## src/logic/pws_map.vh

```
/*
  Constants of the PCM word serializer: word width, source codes and reset
  values. Assumes it is included by bare name from the design file.
*/
`ifndef PWS_MAP_VH
`define PWS_MAP_VH

// ==========================================================================
// Word layout
`define PWS_WORD_W      8
`define PWS_MSB         7

// ==========================================================================
// Source codes on src_sel
`define PWS_SRC_MUX     2'h0
`define PWS_SRC_CODER   2'h1
`define PWS_SRC_TEST    2'h2
`define PWS_SRC_NONE    2'h3

// ==========================================================================
// Reset values and test bit count
`define PWS_WORD_RST    8'h00
`define PWS_BIT_RST     1'h0
`define PWS_CNT_RST     4'h0
`define PWS_TEST_CNT    4'h8

`endif

```

## src/logic/pws_serializer.v

```verilog
/*
  PCM word serializer: low-power digital multiplexer with monitored power
  switch and word drivers, eight-stage output register, NRZ code flip-flop
  and complement self test of the output register.
  Assumes the programmer drives its pulses and selects synchronously to clk
  and keeps them apart: a load never coincides with a shift or a gate.
*/
`timescale 1ns/1ps
`include "pws_map.vh"

// Overview of operation
// - Programmer picks channel or identification word
// - Power switch on only during load
// - One word driver active, gates eight bits
// - Register loads eight parallel lines, mux, coder or test word
// - No reset; zeros shift in behind
// - Serial output drives NRZ code flip-flop
// - NRZ flip-flop holds last bit during load
// - Load, gate and shift pulses act separately
// - Test word, then its complement, checked serially
// - Test words go out in the frame
// - Bit rate follows shift and gate pulses
// - Drivers and power switch are monitored
// - Fault on command without output or reverse
module pws_serializer #(
  parameter NCH   = 4,
  parameter SELW  = 3,
  parameter [7:0] TEST_WORD = 8'h5a
) (
  // Clock and reset
  input  wire                 clk,
  input  wire                 nrst,
  // Programmer timing
  input  wire                 load_pulse,
  input  wire                 gate_pulse,
  input  wire                 shift_pulse,
  input  wire [1:0]           src_sel,
  input  wire [SELW-1:0]      word_sel,
  input  wire                 test_inv,
  // Data words
  input  wire [NCH*8-1:0]     chan_data,
  input  wire [7:0]           id_word,
  input  wire [7:0]           coder_word,
  // PCM output
  output reg                  pcm_out_ff,
  // Monitor outputs
  output reg                  pwr_on_ff,
  output reg  [NCH:0]         drv_on_ff,
  output reg                  pwr_fault_ff,
  output reg                  drv_fault_ff,
  output reg                  test_fault_ff
);

  // ========================================================================
  // Reset release
  reg         rst_a_ff;
  reg         rst_b_ff;
  wire        rst_n;

  // Asserts at once, releases two edges after the pin
  always @(posedge clk or negedge nrst) begin
    if (!nrst) begin
      rst_a_ff <= 1'h0;
      rst_b_ff <= 1'h0;
    end else begin
      rst_a_ff <= 1'h1;
      rst_b_ff <= rst_a_ff;
    end
  end
  assign rst_n = rst_b_ff;

  // ========================================================================
  // Multiplexer power switch and word drivers
  // Driver NCH carries the identification word
  reg  [NCH:0] cmd_ff;
  reg  [NCH:0] cmd_d_ff;
  reg          pwr_cmd_ff;
  reg          pwr_d_ff;
  wire         mux_load = load_pulse && (src_sel == `PWS_SRC_MUX);
  wire [7:0]   gated_word [0:NCH];
  wire [7:0]   mux_word;
  reg  [7:0]   or_word;
  integer      k;

  genvar i;
  generate
    for (i = 0; i <= NCH; i = i + 1) begin : g_drv
      wire [7:0] src_w;
      if (i == NCH) begin : g_id
        assign src_w = id_word;
      end else begin : g_ch
        assign src_w = chan_data[i*8 +: 8];
      end
      // Bit gates open only behind their driver
      assign gated_word[i] = drv_on_ff[i] ? src_w : `PWS_WORD_RST;
      always @(posedge clk or negedge rst_n) begin
        if (!rst_n) begin
          cmd_ff[i]    <= `PWS_BIT_RST;
          cmd_d_ff[i]  <= `PWS_BIT_RST;
          drv_on_ff[i] <= `PWS_BIT_RST;
        end else begin
          cmd_ff[i]    <= rst_n && mux_load && (word_sel == i);
          cmd_d_ff[i]  <= cmd_ff[i];
          drv_on_ff[i] <= cmd_ff[i] && pwr_on_ff;
        end
      end
    end
  endgenerate

  always @* begin
    or_word = `PWS_WORD_RST;
    for (k = 0; k <= NCH; k = k + 1) begin
      or_word = or_word | gated_word[k];
    end
  end
  assign mux_word = or_word;

  // Power only for the load pulse; idle the rest of the word
  // Delayed copy lines up with the driver stage
  always @(posedge clk or negedge rst_n) begin
    if (!rst_n) begin
      pwr_on_ff  <= `PWS_BIT_RST;
      pwr_cmd_ff <= `PWS_BIT_RST;
      pwr_d_ff   <= `PWS_BIT_RST;
    end else begin
      pwr_on_ff  <= rst_n && mux_load;
      pwr_cmd_ff <= rst_n && mux_load;
      pwr_d_ff   <= pwr_on_ff;
    end
  end

  // ========================================================================
  // Signal flow monitors
  // Continuous check: output must track its command, both ways
  // Drivers lag power by one stage, so compare with the delayed copy
  wire [NCH:0] drv_exp  = cmd_d_ff & {(NCH+1){pwr_d_ff}};
  // Two live drivers at once is a fault as well
  wire [NCH:0] drv_low  = drv_on_ff - {{NCH{1'h0}}, 1'h1};
  wire         drv_many = |(drv_on_ff & drv_low);

  always @(posedge clk or negedge rst_n) begin
    if (!rst_n) begin
      pwr_fault_ff <= `PWS_BIT_RST;
      drv_fault_ff <= `PWS_BIT_RST;
    end else begin
      pwr_fault_ff <= pwr_on_ff != pwr_cmd_ff;
      drv_fault_ff <= (drv_on_ff != drv_exp) || drv_many;
    end
  end

  // ========================================================================
  // Output register
  // No reset on purpose: zeros fill the stages as the word leaves
  reg  [7:0]  sreg_ff;
  reg  [7:0]  nxt_sreg;
  wire [7:0]  test_word = test_inv ? ~TEST_WORD : TEST_WORD;
  wire        coder_load = load_pulse && (src_sel == `PWS_SRC_CODER);
  wire        test_load  = load_pulse && (src_sel == `PWS_SRC_TEST);

  always @* begin
    nxt_sreg = sreg_ff;
    if (|drv_on_ff) begin
      nxt_sreg = mux_word;
    end else if (coder_load) begin
      nxt_sreg = coder_word;
    end else if (test_load) begin
      nxt_sreg = test_word;
    end else if (shift_pulse) begin
      nxt_sreg = {sreg_ff[`PWS_MSB-1:0], 1'h0};
    end
  end

  always @(posedge clk) begin
    sreg_ff <= nxt_sreg;
  end

  // ========================================================================
  // NRZ code flip-flop
  // Changes only on a gate pulse, so it holds across loads
  always @(posedge clk or negedge rst_n) begin
    if (!rst_n) begin
      pcm_out_ff <= `PWS_BIT_RST;
    end else if (gate_pulse) begin
      pcm_out_ff <= sreg_ff[`PWS_MSB];
    end
  end

  // ========================================================================
  // Output register self test
  // Shadow copy of the test word checked bit by bit at each gate
  reg  [7:0]  exp_ff;
  reg  [3:0]  chk_cnt_ff;
  wire        chk_live = gate_pulse && (chk_cnt_ff != `PWS_CNT_RST);
  wire        chk_miss = chk_live && (sreg_ff[`PWS_MSB] != exp_ff[`PWS_MSB]);

  always @(posedge clk or negedge rst_n) begin
    if (!rst_n) begin
      exp_ff     <= `PWS_WORD_RST;
      chk_cnt_ff <= `PWS_CNT_RST;
    end else if (test_load) begin
      exp_ff     <= test_word;
      chk_cnt_ff <= `PWS_TEST_CNT;
    end else if (chk_live) begin
      chk_cnt_ff <= chk_cnt_ff - 4'h1;
    end else if (shift_pulse) begin
      exp_ff <= {exp_ff[`PWS_MSB-1:0], 1'h0};
    end
  end

  // Sticky; a mismatch beats a clear in the same cycle
  // Only a true word load clears, so the complement pass keeps a fault
  always @(posedge clk or negedge rst_n) begin
    if (!rst_n) begin
      test_fault_ff <= `PWS_BIT_RST;
    end else if (chk_miss) begin
      test_fault_ff <= 1'h1;
    end else if (test_load && !test_inv) begin
      test_fault_ff <= `PWS_BIT_RST;
    end
  end

endmodule

```

## config.mk

```make
export PLATFORM = sky130hd
export DESIGN_NAME = pws_serializer
export DESIGN_NICKNAME = d
export VERILOG_FILES = /design/src/logic/pws_serializer.v
export VERILOG_INCLUDE_DIRS = /design/src /design/src/logic
export SDC_FILE = /design/constraint.sdc
export NUM_CORES = 1
export LEC_CHECK = 0
export BUFFER_PORTS_ARGS = -buffer_cell sky130_fd_sc_hd__buf_2
export CAP_MARGIN = 20
export CORE_AREA = 2 2 76 78
export DETAILED_ROUTE_END_ITERATION = 6
export DIE_AREA = 0 0 78 80
export HOLD_SLACK_MARGIN = 0.12
export SYNTH_ARGS = -nofsm -noshare
export SYNTH_HDL_FRONTEND = slang
export SYNTH_SLANG_ARGS = --single-unit
```

## constraint.sdc

```tcl
create_clock -name clk -period 1.6 [get_ports clk]
set_input_delay 0 -clock clk [delete_from_list [all_inputs] [get_ports clk]]
set_output_delay 0 -clock clk [all_outputs]
set_load 0.01 [all_outputs]
```

Word-level counts from Yosys, hierarchy flattened
Cells that the tools add are included.
Widths: inputs -> output; s select.
{"block": "classes", "add_sub_neg": 2, "multipliers": 0, "n_div": 0, "magnitude_cmp": 0, "eq_ne": 9, "shifts": 0, "mux": 17, "bitwise": 6, "reduce_logical": 29}
{"op": "$mux 8", "count": 13}
{"op": "$or 8x8->8", "count": 4}
{"op": "$logic_and 1x1->1", "count": 17}
{"op": "$and 5x5->5", "count": 2}
{"op": "$reduce_or 5->1", "count": 2}
{"op": "$mux 4", "count": 2}
{"op": "$reduce_bool 4->1", "count": 2}
{"op": "$eq 3x2->1 const B", "count": 2}
{"op": "$reduce_bool 2->1", "count": 3}
{"op": "$ne 5x5->1", "count": 1}
{"op": "$sub 5x1->5 const B", "count": 1}
{"op": "$sub 4x1->4 const B", "count": 1}
{"op": "$eq 3x1->1 const B", "count": 1}
{"op": "$eq 3x3->1 const B", "count": 1}
{"op": "$logic_not 3->1", "count": 1}
{"op": "$eq 2x1->1 const B", "count": 1}
{"op": "$eq 2x2->1 const B", "count": 1}
{"op": "$logic_not 2->1", "count": 1}
{"op": "$mux 1", "count": 2}
{"op": "$ne 2x2->1 const B", "count": 1}
{"op": "$reduce_and 2->1", "count": 1}
{"op": "$logic_not 1->1", "count": 1}
{"op": "$logic_or 1x1->1", "count": 1}
{"op": "$ne 1x1->1", "count": 1}
{"block": "word_totals", "regBits": 42, "latchBits": 0, "ramBits": 0, "rom_bits": 0, "inputBits": 59, "memories": 0}

Longest topological paths before layout
Gate-level depths: netlist of the first run.
{"block": "logic_depth", "ltp_word": 6, "ltp_mapped": 6, "mapped_depth_nobuf": 5}

Worst setup path before layout of the first run
OpenSTA, ideal clock, no wires.
{"block": "synth_timing", "path_kind": "register to register", "start": "register drv_on_ff[2]", "end": "register sreg_ff[0] (enable)", "arrival_time_ps": 1591, "required_ps": 1304, "slack_ps": -287, "path_stages_with_launch": 5, "path_cell_list": "dfrtp_1 buf_2 nor3_4 nand2_1 or4_2"}
{"block": "synth_via", "elab_chain_len": 2}
{"item": "start: declaration", "line_no": "pws_serializer.v:48", "text": "output reg [NCH:0] drv_on_ff,"}
{"item": "start signal: indexed assignment", "line_no": "pws_serializer.v:100", "text": "drv_on_ff[i] <= `PWS_BIT_RST;"}
{"item": "start signal: indexed assignment", "line_no": "pws_serializer.v:104", "text": "drv_on_ff[i] <= cmd_ff[i] && pwr_on_ff;"}
{"item": "$reduce_or 5->1", "line_no": "pws_serializer.v:162", "text": "if (|drv_on_ff) begin"}
{"item": "$reduce_bool 4->1 (no source line)"}
{"item": "end signal: assignment", "line_no": "pws_serializer.v:174", "text": "sreg_ff <= nxt_sreg;"}
{"item": "end: declaration", "line_no": "pws_serializer.v:154", "text": "reg [7:0] sreg_ff;"}
No other way between the ends.
A chain may end at the register's enable or synchronous reset.

Final worst setup path of the first run
{"block": "layout_timing", "start": "register drv_on_ff[1]", "end": "register sreg_ff[3] (enable)"}
Same word-level chain as after synthesis.

==> qor.yml, run 1 <==
ys_seq_elements: 42
ys_seq_area_share_pct: 51.4
drive_above_1_share_pct: 36.2
cts_buffer_depth: 2
antenna_found_initial: 0
finalSetupTns_ns: 0
finalMaxSlewViolations: 0
track_usage_pct: 17.1
gr-total-overflow: 0
viasPerCell: 5.03
tritoncts: "built"
syn_nets: 260
hold_violations: 0
drv_cap: 0
fin_cells: 362
portBuffers: 67
syn_avg_cell_area_um2: 10.7
clk_latency_ns: 0.29
post_cts_buffers: 0
syn-instance-count: 199
synth_area_um2: 2120
fin_nets: 350
numCtsBuffers: 5
path_buf_inv: 0
grt_pass1_wl_um: 8310
io_pins: 69
critPathMaxStageDelay_ns: 0.56
worstPathRequired_ns: 1.62
synthFlopType: "dfrtp_1"
synth_warnings: 0
initial_utilization_pct: 39.3
crit_chain: "nor3_4 > nand2_2 > or4_4"
core_area_um2: 5410
cts_root_buf: "clkbuf_8"
finalClockSkew_ns: 0.00264
critPathLaunchType: "flip-flop"
cp_max_fo: 8
synthArstFlopShare_pct: 81.0
ir_drop_v: 0.000730
clock-sinks: 42
dp.cells: 340
power_leakage_nw: 1.42
hold_class: "primary input to flip-flop"
drtAntennaViolNets: 0
crit_path_end_kind: "flip-flop"
die_area_um2: 6240
critical_path_class: "flip-flop to flip-flop"
dr.first_iter.drc_count: 122
wl_per_cell_um: 14.3
grt_max_degree: 33
via_count: 1821
die_y_um: 80
setup_viol: 0
ys_types: 46
synth_edf_count: 8
crit_family: "simple AND/OR/NAND/NOR gates"
drc: 0
syn_to_final_growth_pct: 37.2
critPathSlowestCell: "or4_4"
wirelength_um: 5190
fin_crit_ns: 1.54
min_period_over_period_pct: 96.1
clock.fmax_ghz: 0.650
diodes: 0
arrival_ns: 1.56
h-tree-depth: 2
die_w_um: 78
cts.reportedPaths.clkPinSlew_ns: 0.08
grt_pass1_vias: 1807
dp_hpwl_um: 3800
firstDrtPassIters: 4
rsz0062_at_grt: "no"
gp_congestion: 0.780
placementRows: 27
status: "complete, no violations"
p_per_area_nw_per_um2: 1010
==> cells by family after synthesis <==
kind of cell | after synthesis | share of synthesized area [%]
xor gates and xnor gates | 1 | 0.412
other | 2 | 0.353
and+or+nand+nor | 76 | 21.6
muxes | 10 | 4.77
adders and majority gates | 2 | 1.18
AOI/OAI and AO/OA | 40 | 15.0
buffers and inverters | 26 | 5.36
DFF | 42 | 51.4
==> path summary, 6_finish.rpt <==
kind	from	endpoint	slack [ns]	depth (start not counted)
max in group asynchronous	nrst	rst_b_ff$_DFF_PN0_	0.91	3
worst max-delay path	drv_on_ff[1]$_DFF_PN0_	sreg_ff[3]$_DFFE_PP_	0.06	3
min in group asynchronous	rst_b_ff$_DFF_PN0_	cmd_ff[3]$_DFF_PN0_	0.29	1
worst max register to register	drv_on_ff[1]$_DFF_PN0_	sreg_ff[3]$_DFFE_PP_	0.06	3
worst min-delay path	coder_word[4]	sreg_ff[4]$_DFFE_PP_	0.12	3
worst min register to register	rst_b_ff$_DFF_PN0_	cmd_ff[3]$_DFF_PN0_	0.29	1
==> power by group <==
group / internal, mW / switching (mW) / leakage (nW)
Clock: 0.603 / 0.359 / 0.0696
Combinational: 0.329 / 0.285 / 0.824
Sequential: 1.26 / 0.107 / 0.526
Total: 2.20 / 0.751 / 1.42
==> synthesized netlist by cell type (all sizes together), types with 4 or more instances <==
cell type  number  area share (%)
edfxtp          8              11
and3           11             3.2
a222oi          8             3.8
mux2i           9             4.2
a21oi           9             2.1
buf             6             1.8
o221ai          4             1.6
nor2           10             1.9
and2            5             1.5
clkbuf          6             1.1
a211oi          5             1.8
nand2          19             3.4
inv            14             2.5
nor2b           6             1.8
nor3            4             1.5
o21ai           4            0.94
dfrtp          34              40
==> layer usage <==
layer,global-route usage [%],vias up,wire length [um]
li1,-,903,-
met1,23.1,854,2390
met2,27.5,60,2420
met3,4.07,4,338
met4,4.56,0,39
met5,0,-,0
==> worst register-to-register path, cell delays in order (launching register included) <==
cell and delay [ns]:
dfrtp_1 0.42, nor3_4 0.22, nand2_2 0.07, or4_4 0.56
==> area by class of cell <==
class | count | area [um^2]
fill | 479 | 2490
sequential | 42 | 1090
multi-input combinational | 131 | 945
timing repair buffer | 95 | 597
clock buffer | 7 | 108
tap | 72 | 90.1
inverter | 14 | 52.6
clock inverter | 1 | 30.0
==> repair_timing <==
action,CTS,global route
resized for setup,0,5
setup endpoints to repair,0,5
hold endpoints to repair,18,0
hold buffers,14,0
==> state kept, by name (all words and copies together) (netlist names) <==
register       count
cmd_d_ff           5
pwr_cmd_ff         1
rst_b_ff           1
pwr_d_ff           1
pcm_out_ff         1
rst_a_ff           1
exp_ff             8
drv_fault_ff       1
sreg_ff            8
test_fault_ff      1
chk_cnt_ff         4
drv_on_ff          5
cmd_ff             5
==> metrics by stage <==
step                power [mW]  area, um^2  util [%]  hold slack, ns  setup WS (ns)
floorplan                 1.74        2140         -          -0.296        -0.0312
global placement          1.95        2620      48.4          -0.214         0.0747
detailed placement        1.97        2620      48.4          -0.212         0.0452
CTS                       2.97        2900      53.6           0.121         0.0176
global route              3.11        2910      53.9           0.143       0.000500
finish                    2.95        2910      53.9           0.121         0.0624
==> cell usage in the layout, fill, tap and decap left out, drive strengths merged, types with 2 or more instances in the layout <==
| cell type | instances |
|---|---|
| a211oi | 5 |
| a21o | 2 |
| a21oi | 9 |
| a222oi | 8 |
| and2 | 5 |
| and3 | 11 |
| and3b | 2 |
| and4b | 3 |
| and4bb | 2 |
| buf | 81 |
| clkbuf | 7 |
| conb | 2 |
| dfrtp | 34 |
| dlygate4sd3 | 14 |
| edfxtp | 8 |
| ha | 2 |
| inv | 14 |
| mux2i | 9 |
| nand2 | 19 |
| nand2b | 2 |
| nand3 | 3 |
| nand3b | 2 |
| nor2 | 10 |
| nor2b | 6 |
| nor3 | 4 |
| nor3b | 2 |
| nor4bb | 2 |
| o21ai | 4 |
| o221ai | 4 |
| o31ai | 3 |
(Power assumes the default switching activity.)
==> run 2: changes to the inputs <==
Clock period 1.6 ns to 1.88 ns, I/O delays scaled along.
==> run 2 against run 1 <==
  * Critical path depth up 2
  * Clock-buffer cell count down 1
  * Clock power down 32%
  * Largest power group unchanged
  * Final area down 4.6%
  * Setup slack better by 0.16 ns
  * Largest cell class unchanged
  * Worst hold slack worse by 0.0038 ns
  * Power down 23%
  * Sequential share of layout area up 1.7 points
  * Clock skew up 0.0032 ns
==> qor.yml, run 2 (synthesis gave the netlist of run 1 again) <==
critical_path_class: "flip-flop to flip-flop"  # unchanged
clock.fmax_ghz: 0.602  # was 0.650 GHz
firstDrtPassIters: 4  # unchanged
regToRegSetupSlack_ns: 0.22  # was 0.06 ns
dp.cells: 333  # was 340
min_to: "sreg_ff[4]$_DFFE_PP_"  # unchanged
ir_drop_v: 0.000538  # was 0.000730 V
arrival_ns: 1.87  # was 1.56 ns
layout_commonest_cell: "buf_2"  # unchanged
wirelength_um: 4850  # was 5190 um
drtAntennaViolNets: 0  # unchanged
initial_utilization_pct: 39.3  # unchanged
cts_root_buf: "clkbuf_8"  # unchanged
finalClockSkew_ns: 0.00588  # was 0.00264 ns
fin_nets: 342  # was 350
core_area_um2: 5410  # unchanged
io_pins: 69  # unchanged
die_area_um2: 6240  # unchanged
critPathLaunchType: "flip-flop"  # unchanged
gr-total-overflow: 0  # unchanged
via_count: 1771  # was 1821
fin_cells: 354  # was 362
crit_family: "simple AND/OR/NAND/NOR gates"  # unchanged
tritoncts: "built"  # unchanged
viasPerCell: 5.00  # was 5.03
rr_endpoint: "chk_cnt_ff[1]$_DFFE_PN0P_"  # was sreg_ff[3]$_DFFE_PP_
final_cell_mix: "buf_2, dfrtp_1, nand2_1"  # unchanged
finalSetupTns_ns: 0  # unchanged
portBuffers: 67  # unchanged
min_period_over_period_pct: 88.4  # was 96.1%
p_per_area_nw_per_um2: 818  # was 1010 nW/um^2
slew_headroom_pct: 59.9
critPathMaxStageDelay_ns: 0.45  # was 0.56 ns
fin_area_um2: 2780  # was 2910 um^2
hold_violations: 0  # unchanged
cts_buffer_depth: 2  # unchanged
path_buf_inv: 1  # was 0
setup_viol: 0  # unchanged
antenna_found_initial: 0  # unchanged
grt_pass1_vias: 1724  # was 1807
rsz0062_at_grt: "no"  # unchanged
top_regs: "exp_ff (8), sreg_ff (8)"  # unchanged
cp_max_fo: 6  # was 8
fill_cells: 502  # was 479
min-delay-start: "coder_word[4]"  # unchanged
dr.first_iter.drc_count: 112  # was 122
grt_pass1_wl_um: 8030  # was 8310 um
finalMaxSlewViolations: 0  # unchanged
diodes: 0  # unchanged
drv_cap: 0  # unchanged
drc: 0  # unchanged
die_y_um: 80  # unchanged
wl_per_cell_um: 13.7  # was 14.3 um
hold_depth: 3  # unchanged
cts.reportedPaths.clkPinSlew_ns: 0.08  # about the same
dp_hpwl_um: 3560  # was 3800 um
status: "complete, no violations"  # unchanged
cts-resized-gates: 0  # unchanged
clock-sinks: 42  # unchanged
gp_congestion: 0.759  # was 0.780
tightest_slew_ns: 0.602
track_usage_pct: 16.6  # was 17.1%
place_area_um2: 2540  # was 2620 um^2
h-tree-depth: 2  # unchanged
rr_worst_depth: 5  # was 3
final_core_util_pct: 51.5  # was 53.9%
r2r-start: "chk_cnt_ff[0]$_DFFE_PN0P_"  # was drv_on_ff[1]$_DFF_PN0_
crit_path_end_kind: "flip-flop"  # unchanged
fin_crit_ns: 1.66  # was 1.54 ns
crit_chain: "inv_1 > ha_1 > or3b_1 > and3_1 > a211oi_1"  # was nor3_4 > nand2_2 > or4_4
numCtsBuffers: 5  # unchanged
die_w_um: 78  # unchanged
clk_latency_ns: 0.29  # about the same
post_cts_buffers: 0  # unchanged
holdWs_ns: 0.117  # was 0.121 ns
power_leakage_nw: 1.35  # was 1.42 nW
worstPathRequired_ns: 2.09  # was 1.62 ns
syn_to_final_growth_pct: 30.9  # was 37.2%
drive_above_1_share_pct: 32.6  # was 36.2%
hold_class: "primary input to flip-flop"  # unchanged
placementRows: 27  # unchanged
grt_max_degree: 33  # unchanged
critPathSlowestCell: "or3b_1"  # was or4_4
run 2: layer usage:
| layer | up-vias | global-route usage (%) | part of all wire [%] |
|---|---|---|---|
| met5 | - | 0 | 0 |
| met4 | 0 | 4.21 | 1.1 |
| met3 | 5 | 4.19 | 6.0 |
| li1 | 888 | - | - |
| met2 | 53 | 27.2 | 46 |
| met1 | 825 | 22.0 | 47 |
run 2: timing repair:
action	CTS	global route
setup endpoints to repair	0	0
hold buffers	13	0
endpoints found under the hold margin	17	0
run 2: metrics by stage:
stage	total power [mW]	setup WS [ns]
final	2.27	0.219
after global routing	2.44	0.0611
after CTS	2.30	0.214
after detailed placement	1.63	0.228
after global placement	1.62	0.245
after floorplan	1.48	0.153
run 2: area by class of cell:
type / instances / area, um^2 / area share (%)
clock buffers: 6 / 93.8 / 3.37
clock inverters: 2 / 13.8 / 0.495
inverters: 14 / 52.6 / 1.89
multi-input cells: 131 / 922 / 33.2
flip-flops and latches: 42 / 1090 / 39.2
well taps: 72 / 90.1 / 3.24
repair buffers: 87 / 518 / 18.6
run 2: worst max path at each step:
stage	depth (start not counted)	start	end	slack [ns]
floorplan	3	rst_b_ff$_DFF_PN0_	cmd_ff[2]$_DFF_PN0_	0.15
global placement	3	drv_on_ff[1]$_DFF_PN0_	sreg_ff[2]$_DFFE_PP_	0.25
detailed placement	3	drv_on_ff[1]$_DFF_PN0_	sreg_ff[1]$_DFFE_PP_	0.23
CTS	3	drv_on_ff[1]$_DFF_PN0_	sreg_ff[1]$_DFFE_PP_	0.21
global route	5	chk_cnt_ff[0]$_DFFE_PN0P_	chk_cnt_ff[1]$_DFFE_PN0P_	0.06
finish	5	chk_cnt_ff[0]$_DFFE_PN0P_	chk_cnt_ff[1]$_DFFE_PN0P_	0.22
run 2: where the power goes:
group | switching, mW | internal, mW
clock network | 0.308 | 0.342
logic | 0.226 | 0.239
registers | 0.0835 | 1.08
run 2: worst register-to-register path, cell delays in order (launching register included):
cell      delay (ns)
dfrtp_1         0.39
inv_1           0.11
ha_1            0.22
or3b_1          0.45
and3_1          0.22
a211oi_1        0.19
